<file path="src/rtl/fru_regs.vh">
// constants for the reset and unique-id command slice of the serial flash decoder
// assumes inclusion by bare name from the design file
`ifndef FRU_REGS_VH
`define FRU_REGS_VH
// ****************************************
// opcodes
// ****************************************
`define FRU_OP_NOP 8'h00
`define FRU_OP_RESET_ARM 8'h66
`define FRU_OP_RESET_EXEC 8'h99
`define FRU_OP_UID_READ 8'h4b
// ****************************************
// frame layout and timing
// ****************************************
`define FRU_OPCODE_BITS 8'h08
`define FRU_UID_START_BIT 8'h28
`define FRU_UID_BITS 8'h80
`define FRU_RECOVERY_NS 12000
`define FRU_CLK_PERIOD_NS 5
`define FRU_RECOVERY_CYCLES ((`FRU_RECOVERY_NS + `FRU_CLK_PERIOD_NS - 1) / `FRU_CLK_PERIOD_NS)
`define FRU_RESET_UID 128'h0123456789abcdeffedcba9876543210
`endif

</file>
<file path="src/rtl/fru_core.v">
// command slice of a serial flash decoder: no-op, two-step software reset, unique-id read
// assumes the serial pins arrive asynchronously and are sampled on clk; the link clock
// is slow enough that clk sees every edge of it
// opcodes leave through a two-entry buffer to the rest of the decoder
//
// What this block does
// - no-op cancels a pending reset arm; its opcode is handed on through the buffer like any other
// - upper io lines are ignored; only serial input carries command bits
// - software reset needs an arm command followed by an execute command
// - a valid reset returns the decoder to standby
// - a valid reset clears the arm, op_reg and so to power-on defaults; the opcode buffer keeps its entries
// - execute is ignored unless a completed arm is still pending
// - any other command after arm discards the pending arm
// - reset during program or erase aborts that cycle
// - hold a read-only factory-set 128-bit unique identifier
// - uid read: opcode, four dummy bytes, then 128 id bits until deselect
// - opcode 4b selects the unique-id read
// - id bits leave on falling serial clock edges, msb first
// - command-only opcodes count only if deselect follows exactly eight bits
`timescale 1ns/1ps
`include "fru_regs.vh"
`default_nettype none
module fru_core #(
    parameter [127:0] UNIQUE_ID = `FRU_RESET_UID, // arbitrary value, set per die
    parameter RECOVERY_CYCLES = `FRU_RECOVERY_CYCLES
) (
    input wire clk,
    input wire nrst,
    input wire cs_n,
    input wire sclk,
    input wire si,
    input wire [2:0] upper_io_lines,
    input wire pe_busy,
    output reg so,
    output reg so_oe,
    output reg soft_reset_pulse,
    output reg pe_abort_pulse,
    output reg reset_arm_pending,
    output reg recovery_busy,
    output reg [7:0] opcode_out,
    output reg opcode_valid,
    input wire opcode_ready
);
// ****************************************
// input synchronisers
// ****************************************
reg [2:0] cs_sync_reg;
reg [2:0] sclk_sync_reg;
reg [1:0] si_sync_reg;
// two stages before use; third stage only for edge finding
// cs resets high and sclk low, their idle levels, so reset makes no false edge
// si shares the sclk delay so the bit taken on a rise is the one set up before it
always @(posedge clk or negedge nrst) begin
    if (!nrst) begin
        cs_sync_reg <= 3'h7;
        sclk_sync_reg <= 3'h0;
        si_sync_reg <= 2'h0;
    end else begin
        cs_sync_reg <= {cs_sync_reg[1:0], cs_n};
        sclk_sync_reg <= {sclk_sync_reg[1:0], sclk};
        si_sync_reg <= {si_sync_reg[0], si}; // upper io lines never sampled
    end
end
// synchronised levels and edges of the serial pins; an edge is seen two to
// three clk cycles after the pin moves, so each sclk half period must last
// at least four clk cycles
wire cs_low = ~cs_sync_reg[1];
wire cs_rise = cs_sync_reg[1] & ~cs_sync_reg[2];
wire sclk_rise = sclk_sync_reg[1] & ~sclk_sync_reg[2];
wire sclk_fall = ~sclk_sync_reg[1] & sclk_sync_reg[2];
// ****************************************
// frame decode
// ****************************************
// bit counter saturates at 255 so a long id read never wraps back to eight
// recovery counter is 16 bits wide; RECOVERY_CYCLES must fit in it
// op_reg keeps the last opcode until the eighth bit of the next frame or a soft reset
reg [7:0] shift_reg;
reg [7:0] bitcnt_reg;
reg [7:0] op_reg;
reg uid_mode_reg;
reg [6:0] uid_idx_reg;
reg [15:0] rec_cnt_reg;
reg [7:0] buf_data0_reg;
reg [7:0] buf_data1_reg;
reg [1:0] buf_count_reg;
// the id is a build-time parameter; there is no path that writes it
wire uid_bit = UNIQUE_ID[uid_idx_reg]; // fixed at build time, no write path
// the byte being completed by the current synced sclk rise
wire [7:0] next_byte = {shift_reg[6:0], si_sync_reg[1]};
// every frame of at least one byte hands its opcode on, refused during recovery or while the buffer is full
wire buf_push = cs_rise & ~recovery_busy & (bitcnt_reg >= `FRU_OPCODE_BITS)
    & (buf_count_reg != 2'h2);
// ****************************************
// decode helpers
// ****************************************
// a command-only frame counts only if it closed on exactly one opcode byte
function fru_exact_cmd;
    input [7:0] count;
    input [7:0] op;
    input [7:0] cmd;
    begin
        fru_exact_cmd = (count == `FRU_OPCODE_BITS) && (op == cmd);
    end
endfunction
// bit counting, opcode capture, reset sequencing
always @(posedge clk or negedge nrst) begin
    if (!nrst) begin
        shift_reg <= 8'h00;
        bitcnt_reg <= 8'h00;
        op_reg <= 8'h00;
        uid_mode_reg <= 1'b0;
        uid_idx_reg <= 7'h7f;
        reset_arm_pending <= 1'b0;
        soft_reset_pulse <= 1'b0;
        pe_abort_pulse <= 1'b0;
        recovery_busy <= 1'b0;
        rec_cnt_reg <= 16'h0000;
        so <= 1'b0;
        so_oe <= 1'b0;
    end else begin
        soft_reset_pulse <= 1'b0;
        pe_abort_pulse <= 1'b0;
        if (recovery_busy) begin
            // commands ignored until recovery ends
            // a frame begun now is not counted and its bits are lost
            // busy drops one cycle after the counter has reached one
            if (rec_cnt_reg == 16'h0001)
                recovery_busy <= 1'b0;
            rec_cnt_reg <= rec_cnt_reg - 16'h0001;
            bitcnt_reg <= 8'h00;
        end else if (!cs_low) begin
            bitcnt_reg <= 8'h00;
            uid_mode_reg <= 1'b0;
            uid_idx_reg <= 7'h7f;
            so_oe <= 1'b0; // read ends on deselect
            // arm, execute and other commands act only here, on the synced cs rise that closes the frame; uid read starts at its eighth bit
            if (cs_rise && bitcnt_reg != 8'h00) begin
                if (fru_exact_cmd(bitcnt_reg, op_reg, `FRU_OP_RESET_EXEC)) begin
                    if (reset_arm_pending) begin
                        // arm, op_reg and so back to standby defaults; the opcode buffer keeps its entries
                        reset_arm_pending <= 1'b0;
                        soft_reset_pulse <= 1'b1;
                        // abort only matters if program or erase runs at this moment
                        pe_abort_pulse <= pe_busy;
                        recovery_busy <= 1'b1;
                        rec_cnt_reg <= RECOVERY_CYCLES[15:0];
                        op_reg <= 8'h00;
                        so <= 1'b0;
                    end
                end else if (fru_exact_cmd(bitcnt_reg, op_reg, `FRU_OP_RESET_ARM)) begin
                    reset_arm_pending <= 1'b1;
                end else begin
                    // cut or overlong frames land here too and also drop the arm
                    // no-op or any other command drops the arm
                    reset_arm_pending <= 1'b0;
                end
            end
        end else begin
            // each synced rise takes one bit of si, msb first
            if (sclk_rise) begin
                shift_reg <= next_byte;
                if (bitcnt_reg != 8'hff)
                    bitcnt_reg <= bitcnt_reg + 8'h01;
                if (bitcnt_reg == 8'h07) begin
                    op_reg <= next_byte;
                    uid_mode_reg <= (next_byte == `FRU_OP_UID_READ);
                end
            end
            if (sclk_fall && uid_mode_reg && bitcnt_reg >= `FRU_UID_START_BIT) begin
                // after opcode and four dummy bytes, msb first, wraps
                // the bit leaves a few clk cycles after the pin edge, well before the next rise
                so <= uid_bit;
                so_oe <= 1'b1;
                uid_idx_reg <= uid_idx_reg - 7'h01;
            end
        end
    end
end
// ****************************************
// opcode hand-off buffer
// ****************************************
// two entries so a consumer stalled over up to two frames loses no opcode
// a push into a full buffer is dropped; frames are far too slow to fill it
// the output stage shows the head and, on a pop, already the next entry
// pop without push: the second entry moves to the head
// push and pop together with one entry: the new word is the head after one idle cycle
always @(posedge clk or negedge nrst) begin
    if (!nrst) begin
        buf_data0_reg <= 8'h00;
        buf_data1_reg <= 8'h00;
        buf_count_reg <= 2'h0;
        opcode_out <= 8'h00;
        opcode_valid <= 1'b0;
    end else begin
        if (buf_push && !(opcode_valid && opcode_ready)) begin
            if (buf_count_reg == 2'h0)
                buf_data0_reg <= op_reg;
            else
                buf_data1_reg <= op_reg;
            buf_count_reg <= buf_count_reg + 2'h1;
        end else if (!buf_push && opcode_valid && opcode_ready) begin
            buf_data0_reg <= buf_data1_reg;
            buf_count_reg <= buf_count_reg - 2'h1;
        end else if (buf_push) begin
            if (buf_count_reg == 2'h1)
                buf_data0_reg <= op_reg;
            else
                buf_data0_reg <= buf_data1_reg;
            if (buf_count_reg == 2'h2)
                buf_data1_reg <= op_reg;
        end
        opcode_valid <= 1'b0;
        opcode_out <= 8'h00;
        if (buf_count_reg != 2'h0 && !(opcode_valid && opcode_ready && buf_count_reg == 2'h1)) begin
            opcode_valid <= 1'b1;
            opcode_out <= (opcode_valid && opcode_ready) ? buf_data1_reg : buf_data0_reg;
        end
    end
end
endmodule
`default_nettype wire

</file>
<file path="config.mk">
export PLATFORM = sky130hd
export DESIGN_NAME = fru_core
export DESIGN_NICKNAME = d
export VERILOG_FILES = /design/src/rtl/fru_core.v
export VERILOG_INCLUDE_DIRS = /design/src /design/src/rtl
export SDC_FILE = /design/constraint.sdc
export NUM_CORES = 1
export LEC_CHECK = 0
export BUFFER_PORTS_ARGS = -buffer_cell sky130_fd_sc_hd__buf_4
export CAP_MARGIN = 20
export CORE_AREA = 2 2 88 90
export CTS_CLUSTER_DIAMETER = 120
export DETAILED_ROUTE_END_ITERATION = 8
export DIE_AREA = 0 0 90 92
export MAX_ROUTING_LAYER = met4
export PLACE_DENSITY = 0.78
export SYNTH_ARGS = -nofsm -noshare
export SYNTH_HDL_FRONTEND = slang
export SYNTH_SLANG_ARGS = --single-unit
export TNS_END_PERCENT = 20
</file>
<file path="constraint.sdc">
create_clock -name clk -period 2.9 [get_ports clk]
set_clock_uncertainty 0.05 [all_clocks]
set_input_delay 0.29 -clock clk [delete_from_list [all_inputs] [get_ports clk]]
set_output_delay 0.29 -clock clk [all_outputs]
set_load 0.05 [all_outputs]
</file>
---- Yosys cells after proc, flatten, opt, wreduce, memory -nomap -nowiden ----
Memory sizes are Yosys's and may differ from the RTL's.
Cells that the tools add are included.
word-level totals
  register bits after elaboration ......... 88
  bits in read-only memories .............. 128
  input port bits ......................... 10
  output and inout port bits .............. 15
  word-level logic and storage cells ...... 153
  memories kept ........................... 1
cells by class
  $add $sub $neg .......................... 5
  $lt $le $gt $ge ......................... 3
  eq/ne operators ......................... 16
  mux-type cells .......................... 57
  bitwise operators ....................... 11
  reductions and logical operators ........ 40
memory list
  memory           depth  bits a word  read ports  clocked after Yosys merged registers in  write ports  line           text
  (no name shown)  128    1            1           0                                        0            fru_core.v:87  wire uid_bit = UNIQUE_ID[uid_idx_reg];
operator list
  kind                                                                          count
  8-bit 2-to-1 mux                                                              22
  16-bit 2-to-1 mux                                                             5
  1-bit 2-to-1 mux                                                              26
  2-bit nonzero test                                                            11
  16-bit by 1-bit == test with 1-bit output, second input constant              1
  8-bit by 7-bit == test with 1-bit output, second input constant               2
  16-bit by 1-bit subtractor with 16-bit output, second input constant          1
  7-bit 2-to-1 mux                                                              2
  1-bit logical AND                                                             11
  3-bit AND reduction                                                           3
  3-bit nonzero test                                                            3
  8-bit by 1-bit adder with 8-bit output, second input constant                 1
  8-bit by 3-bit == test with 1-bit output, second input constant               1
  8-bit by 4-bit == test with 1-bit output, second input constant               1
  8-bit == test, second input constant                                          1
  8-bit by 4-bit >= comparator with 1-bit output, second input constant         1
  8-bit by 6-bit >= comparator with 1-bit output, second input constant         1
  7-bit by 8-bit less-than comparator with 1-bit output, second input constant  1
  2-bit != test, second input constant                                          4
  8-bit != test, second input constant                                          1
  4-bit AND reduction                                                           2
  8-bit nonzero test                                                            1
  7-bit by 1-bit subtractor with 7-bit output, second input constant            1
  1-bit AND                                                                     6
  12 further kinds                                                              23

---- Depth between registers and ports, before layout ----
Gate-level depths: netlist of the first run.
  depth in word-level cells ............... 10
  depth in mapped cells ................... 8
  depth with buffers taken out ............ 8

---- Worst setup path before layout of the first run ----
No wires, ideal clock.
  path type ............................... input -> register
  start point ............................. input opcode_ready
  end point ............................... register buf_data1_reg[0]
  library setup time ...................... 125 ps
  arrival ................................. 1432 ps
  data required time ...................... 2725 ps
  path slack .............................. 1293 ps
  stages on the path ...................... 4
  buffers on the path ..................... 1
  cell sequence ........................... and2_1 clkbuf_1 a211oi_2 mux2_2
between the ends
  word-level cells in the longest chain between the ends .. 5
RTL lines
  element                                                        line            text
  start: declaration                                             fru_core.v:42   input wire opcode_ready
  1-bit logical AND                                              fru_core.v:195  if (buf_push && !(opcode_valid && opcode_ready)) begin
  1-bit zero test                                                fru_core.v:195
  1-bit logical AND                                              fru_core.v:195
  2-bit != test (no line) or 2-bit nonzero test (tied branches)  --
  4-bit AND reduction (no line)                                  --
  end signal: assignment                                         fru_core.v:199  buf_data1_reg <= op_reg;
  end signal: assignment                                         fru_core.v:210  buf_data1_reg <= op_reg;
  end: declaration                                               fru_core.v:84   reg [7:0] buf_data1_reg;
Parallel ways exist; a longest one is shown, timed or not.
A chain may end at the register's enable or synchronous reset.

---- Worst setup path after layout of the first run ----
  start point ............................. register buf_count_reg[0]
  end point ............................... register buf_data1_reg[6]
between the ends
  word-level cells in the longest chain between the ends .. 7
RTL lines
  element                         line            text
  start: declaration              fru_core.v:85   reg [1:0] buf_count_reg;
  start signal: assignment        fru_core.v:200  buf_count_reg <= buf_count_reg + 2'h1;
  start signal: assignment        fru_core.v:203  buf_count_reg <= buf_count_reg - 2'h1;
  2-bit != test                   fru_core.v:92   & (buf_count_reg != 2'h2);
  1-bit AND                       fru_core.v:91   wire buf_push = cs_rise & ~recovery_busy & (bitcnt_reg >= `FRU_OPCODE_BITS)
  1-bit zero test                 fru_core.v:201  end else if (!buf_push && opcode_valid && opcode_ready) begin
  1-bit logical AND (2 in a row)  fru_core.v:201
  2-bit != test (no line)         --
  4-bit AND reduction (no line)   --
Parallel ways exist; a longest one is shown, timed or not.

==> impl_metrics.csv, run 1 <==
group,metric,value,unit
critical_path,r2r_start,"buf_count_reg[0]$_DFFE_PN0P_",
pwr,total_power,2.71,mW
critical_path,crit_slowest_cell,"dfrtp_1",
floorplan,start_util,58.2,%
placed_design,placed_area,0.00459,mm²
critical_path,reg2reg_depth,7,
placed_design,gp_routability_congestion,0.844,
detailed_routing,finalWirelength,8250,µm
timing,worst_slew_pin_slew,624,ps
detailed_routing,antenna_left,0,
detailed_routing,num_vias,3184,
clocking,clock-root-buffer,"clkbuf_8",
detailed_routing,drc,0,
critical_path,worst-path-stages,7,
layout,nNetsFinal,486,
grt,antenna_found_initial,0,
floorplan,fp-row-count,32,
placed_design,place_hpwl,5710,µm
detailed_routing,drt_iter0_markers,131,
synth,synth_compound_area_share,11.2,%
layout,n_antenna_cell,0,
layout,instances_no_fill,569,
detailed_routing,vias_per_cell,5.60,
clocking,numCtsBuffers,9,
timing,max_freq,422,MHz
synth,ys.warnings.count,0,
synth,synth_nets,458,
layout,area_growth,12.5,%
floorplan,die-area,0.00828,mm²
floorplan,die_w,90,µm
clocking,h-tree-depth,3,
clocking,clk_latency,360,ps
synth,avgSynthCellArea,9.98,µm²
pwr,p_clk_share,32.8,%
grt,grt_pass1_wl,14300,µm
clocking,clock_path_buffers,2,
clocking,path_clk_slew,90,ps
status,status,"finished, final reports clean",
synth,yosys-mux-area-fraction,8.98,%
placed_design,dp_cells,548,
critical_path,crit_path_end_kind,"register",
synth,synth_fa_ha_area_share,4.30,%
synth,ys.flop_type,"dfrtp_1",
synth,synth_cells,434,
pwr,internal_power,1.92,mW
pwr,switching_share,29.3,%
min_path,hold_class,"in -> reg",
flow_run,maxCapViolCount,0,
timing,max_slew_margin,58.0,%
clocking,post_cts_buffers,0,
timing,fin_setup_tns,0,ps
floorplan,core,0.00745,mm²
timing,setup_viol,0,
critical_path,crit_buf_inv,2,
synth,yosysSeqAreaShare,51.1,%
clocking,tritoncts,"yes",
synth,synthXorXnorAreaFrac,2.22,%
detailed_routing,dr.pass1.iters,4,
synth,synth.distinct_cells,50,
grt,track_usage,22.2,%
critical_path,path_class,"reg -> reg",
layout,drive_above_1_share,17.6,%
timing,worst_slack,533,ps
timing,hold_viol,0,
grt,globalRouteOverflowTotal,0,
synth,synthArstFlopShare,100,%
timing,fin_crit_sh,81.6,%
pwr,p_switching,0.793,mW
pwr,power_density,556,mW/mm²
clocking,cts.sinks,88,
grt,grt_pass1_vias,3073,
synth,synth-simple-area-share,19.1,%
placed_design,place_ws,561,ps
critical_path,r2r_slack,530,ps
grt,grt_start_max_net_pins,89,
pwr,peakVddDrop,0.403,mV
pwr,comb_power_share,15.3,%
critical_path,arrival,2560,ps
critical_path,worstPathRequired,3100,ps
timing,slew_violations,0,
pwr,sequentialPowerShare,51.9,%
synth,syn-cell-area,0.00433,mm²
critical_path,cp-startpoint,"buf_count_reg[0]$_DFFE_PN0P_",
layout,largest_reg_flops,16,
critical_path,critPathMaxStageDelay,460,ps
layout,design_area,0.00487,mm²
synth,synth_edf_count,0,
timing,rsz0062_at_grt,"no",
pwr,leakagePower,2.24,nW
timing,finalHoldWorstSlack,85.2,ps
critical_path,cp_max_fo,8,
critical_path,crit_end,"buf_data1_reg[6]$_DFFE_PN0P_",
synth,synth_top_family_by_area,"simple AND/OR/NAND/NOR gates",
critical_path,r2r-end,"buf_data1_reg[6]$_DFFE_PN0P_",
detailed_routing,wire_per_inst,14.5,µm
timing,min_period,2370,ps
synth,ys_ff_latch,88,
critical_path,worstSetupStartpointType,"register",
placed_design,port_buffers,21,
critical_path,cp_cell_sequence,"inv_1, ha_1, nor4b_1, o21ai_0, a211oi_2, buf_4, mux2_2",
layout,final_util,65.4,%
critical_path,critPathTopFamily,"compound AO/OA/AOI/OAI gates",
floorplan,die_h,92,µm
floorplan,io_pins,25,
-- what timing repair did --
action                                 4_1_cts  5_1_grt
hold buffers                                 3        1
setup endpoints to repair                    0        0
endpoints found under the hold margin        3       29
resized for setup                            0        0
-- worst min-delay path by stage --
stage,cells past startpoint,to,startpoint,slack [ps]
final,2,pe_abort_pulse$_DFF_PN0_,pe_busy,90
after global routing,2,pe_abort_pulse$_DFF_PN0_,pe_busy,60
after CTS,2,pe_abort_pulse$_DFF_PN0_,pe_busy,60
after detailed placement,0,sclk_sync_reg[1]$_DFF_PN0_,sclk_sync_reg[0]$_DFF_PN0_,290
after global placement,0,si_sync_reg[1]$_DFF_PN0_,si_sync_reg[0]$_DFF_PN0_,280
after floorplan,0,bitcnt_reg[0]$_DFFE_PN0P_,nrst,-60
-- worst register-to-register path, delay by kind of cell, from the launching register on --
family | cells | cell delay (ps)
flip-flops | 1 | 460
adder cells (fa/ha/maj) | 1 | 210
multiplexers | 1 | 340
AO/OA/AOI/OAI | 2 | 560
buffers and inverters | 2 | 300
AND/OR/NAND/NOR | 1 | 330
-- synthesized netlist by cell type, drive strengths merged, types with 7 or more instances --
master | n | area, µm²
nand3 | 14 | 70.1
o211ai | 7 | 52.6
ha | 14 | 175
o21ai | 36 | 180
clkbuf | 12 | 45.0
nand2 | 82 | 310
nor2b | 8 | 50.1
a21oi | 17 | 85.1
xnor2 | 8 | 70.1
dfrtp | 78 | 1950
nor2 | 25 | 93.8
nor3 | 12 | 71.3
mux2 | 19 | 214
mux2i | 13 | 130
inv | 17 | 63.8
dfstp | 10 | 263
-- power by group through the flow --
stage          clock network, mW  logic [mW]  registers [mW]
3_5_place_dp                   0       0.405            1.42
5_1_grt                    0.960       0.468            1.42
3_3_place_gp                   0       0.390            1.42
2_1_floorplan                  0       0.316            1.41
4_1_cts                    0.913       0.411            1.40
6_report                   0.888       0.415            1.41
-- placed cells by master (no fill, tap or decap), types with 2 or more instances in the layout --
cell type      count
nand2_1           81
dfrtp_1           78
o21ai_0           33
buf_4             27
nor2_1            25
mux2_2            19
inv_1             17
a21oi_1           17
nand3_1           14
ha_1              14
mux2i_1           13
nor3_1            11
clkbuf_8          10
dfstp_2           10
nor2b_1            8
xnor2_1            8
o211ai_1           7
nor4_1             5
or3_1              4
nand2b_1           4
a31oi_1            4
dlygate4sd3_1      4
and2_1             3
nand4b_1           3
xor2_1             3
o311ai_0           3
o21ai_1            3
or4_1              2
or2_2              2
nand3b_1           2
a211oi_1           2
o21a_1             2
a22oi_1            2
o41ai_1            2
nor4b_1            2
mux4_2             2
o31ai_1            2
clkinvlp_4         2
inv_6              2
-- final cells by class --
cell class | instances | area (µm²)
Multi-Input combinational cell | 314 | 1980
Clock inverter | 6 | 73.8
Inverter | 17 | 63.8
Sequential cell | 88 | 2210
Fill cell | 610 | 2570
Timing Repair Buffer | 32 | 270
Tap cell | 102 | 128
Clock buffer | 10 | 138
-- cell families (layout without fill, tap and decap cells) --
kind of cell,after synthesis,count (layout)
simple gates,173,173
flops,88,88
compound gates,81,81
mux,34,34
buf+inv,32,65
fa+ha+maj,15,15
xor+xnor,11,11
-- routing by layer --
metal / vias to the layer above / global-route usage [%] / share of wire (%)
li1: 1569 / - / -
met1: 1559 / 27.9 / 46
met2: 44 / 36.4 / 50
met3: 12 / 4.52 / 3.0
met4: 0 / 7.31 / 1.3
met5: - / - / 0
(Power assumes the default switching activity.)
==> inputs of run 2 (changes only) <==
- clock period: 2.9 -> 2.4 ns (I/O delays scaled with it)
==> impl_metrics.csv, run 2 (synthesis gave the netlist of run 1 again) <==
group,metric,value,unit
critical_path,r2r_start,"uid_idx_reg[1]$_DFFE_PN1P_",
clocking,numCtsBuffers,9,
detailed_routing,drc,0,
pwr,power_density,669,mW/mm²
placed_design,gp_routability_congestion,0.842,
detailed_routing,dr.pass1.iters,4,
timing,setup_viol,0,
detailed_routing,vias_per_cell,5.57,
grt,grt_pass1_vias,3243,
layout,fill_cells,583,
critical_path,critPathMaxStageDelay,630,ps
timing,rsz0062_at_grt,"no",
floorplan,core,0.00745,mm²
placed_design,port_buffers,21,
pwr,leakagePower,2.30,nW
clocking,cts.sinks,88,
grt,track_usage,22.3,%
critical_path,critPathTopFamily,"flip-flops",
layout,layout_commonest_cell,"nand2_1",
layout,nNetsFinal,497,
critical_path,r2r-end,"so$_DFFE_PN0P_",
placed_design,dp_cells,559,
detailed_routing,wire_per_inst,14.3,µm
critical_path,arrival,2410,ps
pwr,total_power,3.33,mW
critical_path,critPathMostFrequentCell,"inv_1",
floorplan,die_w,90,µm
clocking,h-tree-depth,3,
layout,largest_reg_flops,16,
critical_path,r2r_slack,200,ps
grt,grt_start_max_net_pins,47,
detailed_routing,finalWirelength,8300,µm
timing,max_slew_margin,60.9,%
grt,grt_pass1_wl,14500,µm
min_path,hold_class,"in -> reg",
clocking,tritoncts,"yes",
layout,n_antenna_cell,0,
timing,finalHoldWorstSlack,47.7,ps
critical_path,cp_max_fo,10,
pwr,peakVddDrop,0.473,mV
min_path,min_path_cells,2,
flow_run,maxCapViolCount,0,
clocking,clock-root-buffer,"clkbuf_8",
clocking,path_clk_slew,90,ps
floorplan,die_h,92,µm
timing,max_freq,454,MHz
timing,min_period,2200,ps
pwr,internal_power,2.33,mW
status,status,"finished, final reports clean",
critical_path,crit_slowest_cell,"dfstp_2",
critical_path,crit_path_end_kind,"register",
layout,final_cell_mix,"nand2_1, dfrtp_1, buf_4",
layout,drive_above_1_share,19.5,%
critical_path,worstPathRequired,2610,ps
critical_path,path_class,"reg -> reg",
critical_path,cp_cell_sequence,"inv_1, ha_1, inv_1, mux4_2, o211ai_1, a22oi_1, o311ai_1",
clocking,clock_path_buffers,2,
pwr,comb_power_share,16.5,%
floorplan,start_util,58.2,%
timing,slew_violations,0,
pwr,sequentialPowerShare,50.3,%
critical_path,crit_buf_inv,2,
pwr,p_switching,1.00,mW
critical_path,worstSetupStartpointType,"register",
min_path,holdPathEnd,"pe_abort_pulse$_DFF_PN0_",
timing,worst_slew_pin_slew,586,ps
timing,fin_crit_sh,91.7,%
timing,fin_setup_tns,0,ps
floorplan,fp-row-count,32,
detailed_routing,drt_iter0_markers,134,
pwr,p_clk_share,33.2,%
timing,hold_viol,0,
critical_path,reg2reg_depth,7,
pwr,switching_share,30.1,%
clocking,clk_latency,360,ps
floorplan,io_pins,25,
placed_design,place_hpwl,5880,µm
layout,instances_no_fill,580,
grt,globalRouteOverflowTotal,0,
detailed_routing,antenna_left,0,
grt,antenna_found_initial,0,
min_path,hp-start,"pe_busy",
layout,area_growth,14.8,%
layout,final_util,66.8,%
detailed_routing,num_vias,3233,
floorplan,die-area,0.00828,mm²
==> run 2: cell types whose count changed in the layout (fill, tap and decap cells not counted), sizes merged <==
cell and change:
buf +11, inv +2, clkbuf -1, clkinv +1, clkinvlp -2
==> run 2: area by class of cell <==
type | count | area (µm²) | share of cell area, %
multi-input cells | 314 | 1990 | 40.1
inverters | 17 | 63.8 | 1.28
clock inverters | 7 | 92.6 | 1.86
flip-flops and latches | 88 | 2210 | 44.5
repair buffers | 43 | 358 | 7.20
clock buffers | 9 | 124 | 2.49
well taps | 102 | 128 | 2.57
==> run 2: per-layer routing <==
metal / vias up / GRT usage, % / wire length [µm]
met5: - / - / 0
met4: 0 / 7.82 / 140
met3: 13 / 5.18 / 295
met2: 52 / 35.5 / 4090
met1: 1581 / 28.3 / 3770
li1: 1587 / - / -
==> run 2: worst register-to-register path, stage by stage, from the launching register on <==
cell and delay [ps]:
dfstp_2 630, inv_1 110, ha_1 330, inv_1 60, mux4_2 440, o211ai_1 180
a22oi_1 90, o311ai_1 220
==> run 2: how the worst max path moves through the flow <==
stage / startpoint / end / slack, ps / cells after the start
2_1_floorplan: recovery_busy$_DFF_PN0_ / buf_data1_reg[0]$_DFFE_PN0P_ / 140 / 4
3_3_place_gp: buf_count_reg[1]$_DFFE_PN0P_ / buf_data1_reg[2]$_DFFE_PN0P_ / 150 / 5
3_5_place_dp: buf_count_reg[0]$_DFFE_PN0P_ / buf_data1_reg[3]$_DFFE_PN0P_ / 50 / 6
4_1_cts: buf_count_reg[0]$_DFFE_PN0P_ / buf_data1_reg[3]$_DFFE_PN0P_ / 20 / 6
5_1_grt: uid_idx_reg[1]$_DFFE_PN1P_ / so$_DFFE_PN0P_ / 50 / 7
6_report: uid_idx_reg[1]$_DFFE_PN1P_ / so$_DFFE_PN0P_ / 200 / 7
==> run 2: timing repair <==
action	4_1_cts	5_1_grt
endpoints found under the hold margin	43	0
resized for setup	0	2
setup buffers	0	1
hold buffers	4	0
setup endpoints to repair	0	9
==> run 2: power by group through the flow <==
stage	logic [mW]	clock network (mW)	registers (mW)
after floorplan	0.382	0	1.71
after CTS	0.546	1.14	1.67
after detailed placement	0.538	0	1.70
after global placement	0.515	0	1.70
after global routing	0.614	1.19	1.69
final	0.550	1.10	1.67
==> run 2: per-stage QoR <==
step | setup WS, ps | cell area (µm²)
final | 198 | 4970
after global placement | 146 | 4690
after detailed placement | 49.4 | 4690
after CTS | 18.4 | 4940
after floorplan | 144 | 4330
after global routing | 50.0 | 4970
==> inputs of run 3 (changes only) <==
- CORE_AREA: 2 2 88 90 -> 2 2 79 100
- DIE_AREA: 0 0 90 92 -> 0 0 81 102
==> impl_metrics.csv, run 3 (synthesis gave the netlist of run 1 again) <==
group,metric,value,unit
placed_design,place_ws,57.2,ps
pwr,peakVddDrop,0.367,mV
clocking,h-tree-depth,3,
floorplan,fp-row-count,35,
clocking,clock-root-buffer,"clkbuf_8",
critical_path,path_class,"reg -> reg",
layout,layout_commonest_cell,"nand2_1",
layout,final_util,67.2,%
detailed_routing,drc,0,
grt,grt_pass1_wl,14300,µm
grt,grt_pass1_vias,3196,
critical_path,worst-path-stages,5,
clocking,numCtsBuffers,9,
pwr,leakagePower,2.26,nW
timing,worst_slack,119,ps
timing,worst_slew_pin_slew,494,ps
grt,antenna_found_initial,0,
critical_path,cp_max_fo,6,
floorplan,start_util,59.6,%
floorplan,die_h,102,µm
detailed_routing,wire_per_inst,14.5,µm
placed_design,placed_area,0.00465,mm²
clocking,clk_latency,360,ps
pwr,total_power,3.20,mW
grt,track_usage,23.2,%
clocking,clock_path_buffers,2,
critical_path,reg2reg_depth,5,
clocking,tritoncts,"yes",
critical_path,arrival,2460,ps
timing,max_slew_margin,66.7,%
timing,rsz0062_at_grt,"no",
timing,fin_setup_tns,0,ps
placed_design,place_hpwl,6050,µm
floorplan,die-area,0.00826,mm²
layout,final_cell_mix,"nand2_1, dfrtp_1, buf_4",
critical_path,r2r-end,"rec_cnt_reg[13]$_DFFE_PN0P_",
layout,design_area,0.00488,mm²
timing,fin_crit_sh,95.0,%
critical_path,crit_buf_inv,0,
critical_path,critPathMaxStageDelay,420,ps
grt,grt_start_max_net_pins,60,
status,status,"finished, final reports clean",
detailed_routing,num_vias,3247,
min_path,min_path_cells,2,
clocking,post_cts_buffers,0,
detailed_routing,antenna_left,0,
timing,setup_viol,0,
timing,finalHoldWorstSlack,36.8,ps
timing,min_period,2280,ps
layout,drive_above_1_share,18.6,%
grt,globalRouteOverflowTotal,0,
detailed_routing,dr.pass1.iters,5,
critical_path,r2r_slack,120,ps
critical_path,crit_path_end_kind,"register",
layout,nNetsFinal,493,
detailed_routing,drt_iter0_markers,222,
layout,area_growth,12.7,%
timing,max_freq,438,MHz
placed_design,dp_cells,546,
min_path,holdPathEnd,"pe_abort_pulse$_DFF_PN0_",
timing,slew_violations,0,
detailed_routing,finalWirelength,8220,µm
min_path,hp-start,"pe_busy",
clocking,path_clk_slew,80,ps
critical_path,r2r_start,"rec_cnt_reg[8]$_DFFE_PN0P_",
floorplan,io_pins,25,
critical_path,critPathTopFamily,"simple AND/OR/NAND/NOR gates",
layout,instances_no_fill,566,
placed_design,gp_routability_congestion,0.835,
pwr,power_density,655,mW/mm²
layout,largest_reg_flops,16,
floorplan,die_w,81,µm
critical_path,worstPathRequired,2580,ps
timing,hold_viol,0,
flow_run,maxCapViolCount,0,
critical_path,cp_cell_sequence,"or3_1, nor3_1, nand4b_1, o311ai_0, o41ai_1",
detailed_routing,vias_per_cell,5.74,
floorplan,core,0.00727,mm²
critical_path,crit_slowest_cell,"nor3_1",
min_path,hold_class,"in -> reg",
critical_path,worstSetupStartpointType,"register",
placed_design,port_buffers,21,
clocking,cts.sinks,88,
layout,n_antenna_cell,0,
-- run 3: worst max path at each step --
stage / from / to
4_1_cts: uid_idx_reg[0]$_DFFE_PN1P_ / so$_DFFE_PN0P_
3_3_place_gp: uid_idx_reg[0]$_DFFE_PN1P_ / so$_DFFE_PN0P_
2_1_floorplan: recovery_busy$_DFF_PN0_ / buf_data1_reg[0]$_DFFE_PN0P_
5_1_grt: uid_idx_reg[1]$_DFFE_PN1P_ / so$_DFFE_PN0P_
3_5_place_dp: uid_idx_reg[0]$_DFFE_PN1P_ / so$_DFFE_PN0P_
6_report: rec_cnt_reg[8]$_DFFE_PN0P_ / rec_cnt_reg[13]$_DFFE_PN0P_
-- run 3: routing by layer --
layer	global-route usage, %	wire length [µm]
met1	27.0	3440
met2	39.0	4340
met3	4.42	272
met4	10.0	168
met5	-	0
-- run 3: cell type report --
cell class,count,area [µm²]
Tap cell,92,115
Inverter,17,63.8
Fill cell,590,2390
Clock inverter,5,58.8
Clock buffer,11,131
Sequential cell,88,2210
Multi-Input combinational cell,314,1980
Timing Repair Buffer,39,315
-- run 3: repair_timing --
action | CTS | global route
resized for setup | 0 | 3
endpoints found under the setup margin | 0 | 11
endpoints found under the hold margin | 32 | 0
hold buffers | 4 | 0
-- run 3: power by group --
group	leakage [nW]	internal, mW	total (mW)	switching, mW
sequential	1.16	1.58	1.70	0.116
combinational	1.00	0.215	0.509	0.295
clock	0.0895	0.482	0.992	0.510
-- run 3: worst reg2reg max path, stage by stage, from the launching register on --
cell	delay [ps]
dfrtp_1	390
or3_1	410
nor3_1	420
nand4b_1	350
o311ai_0	400
o41ai_1	140
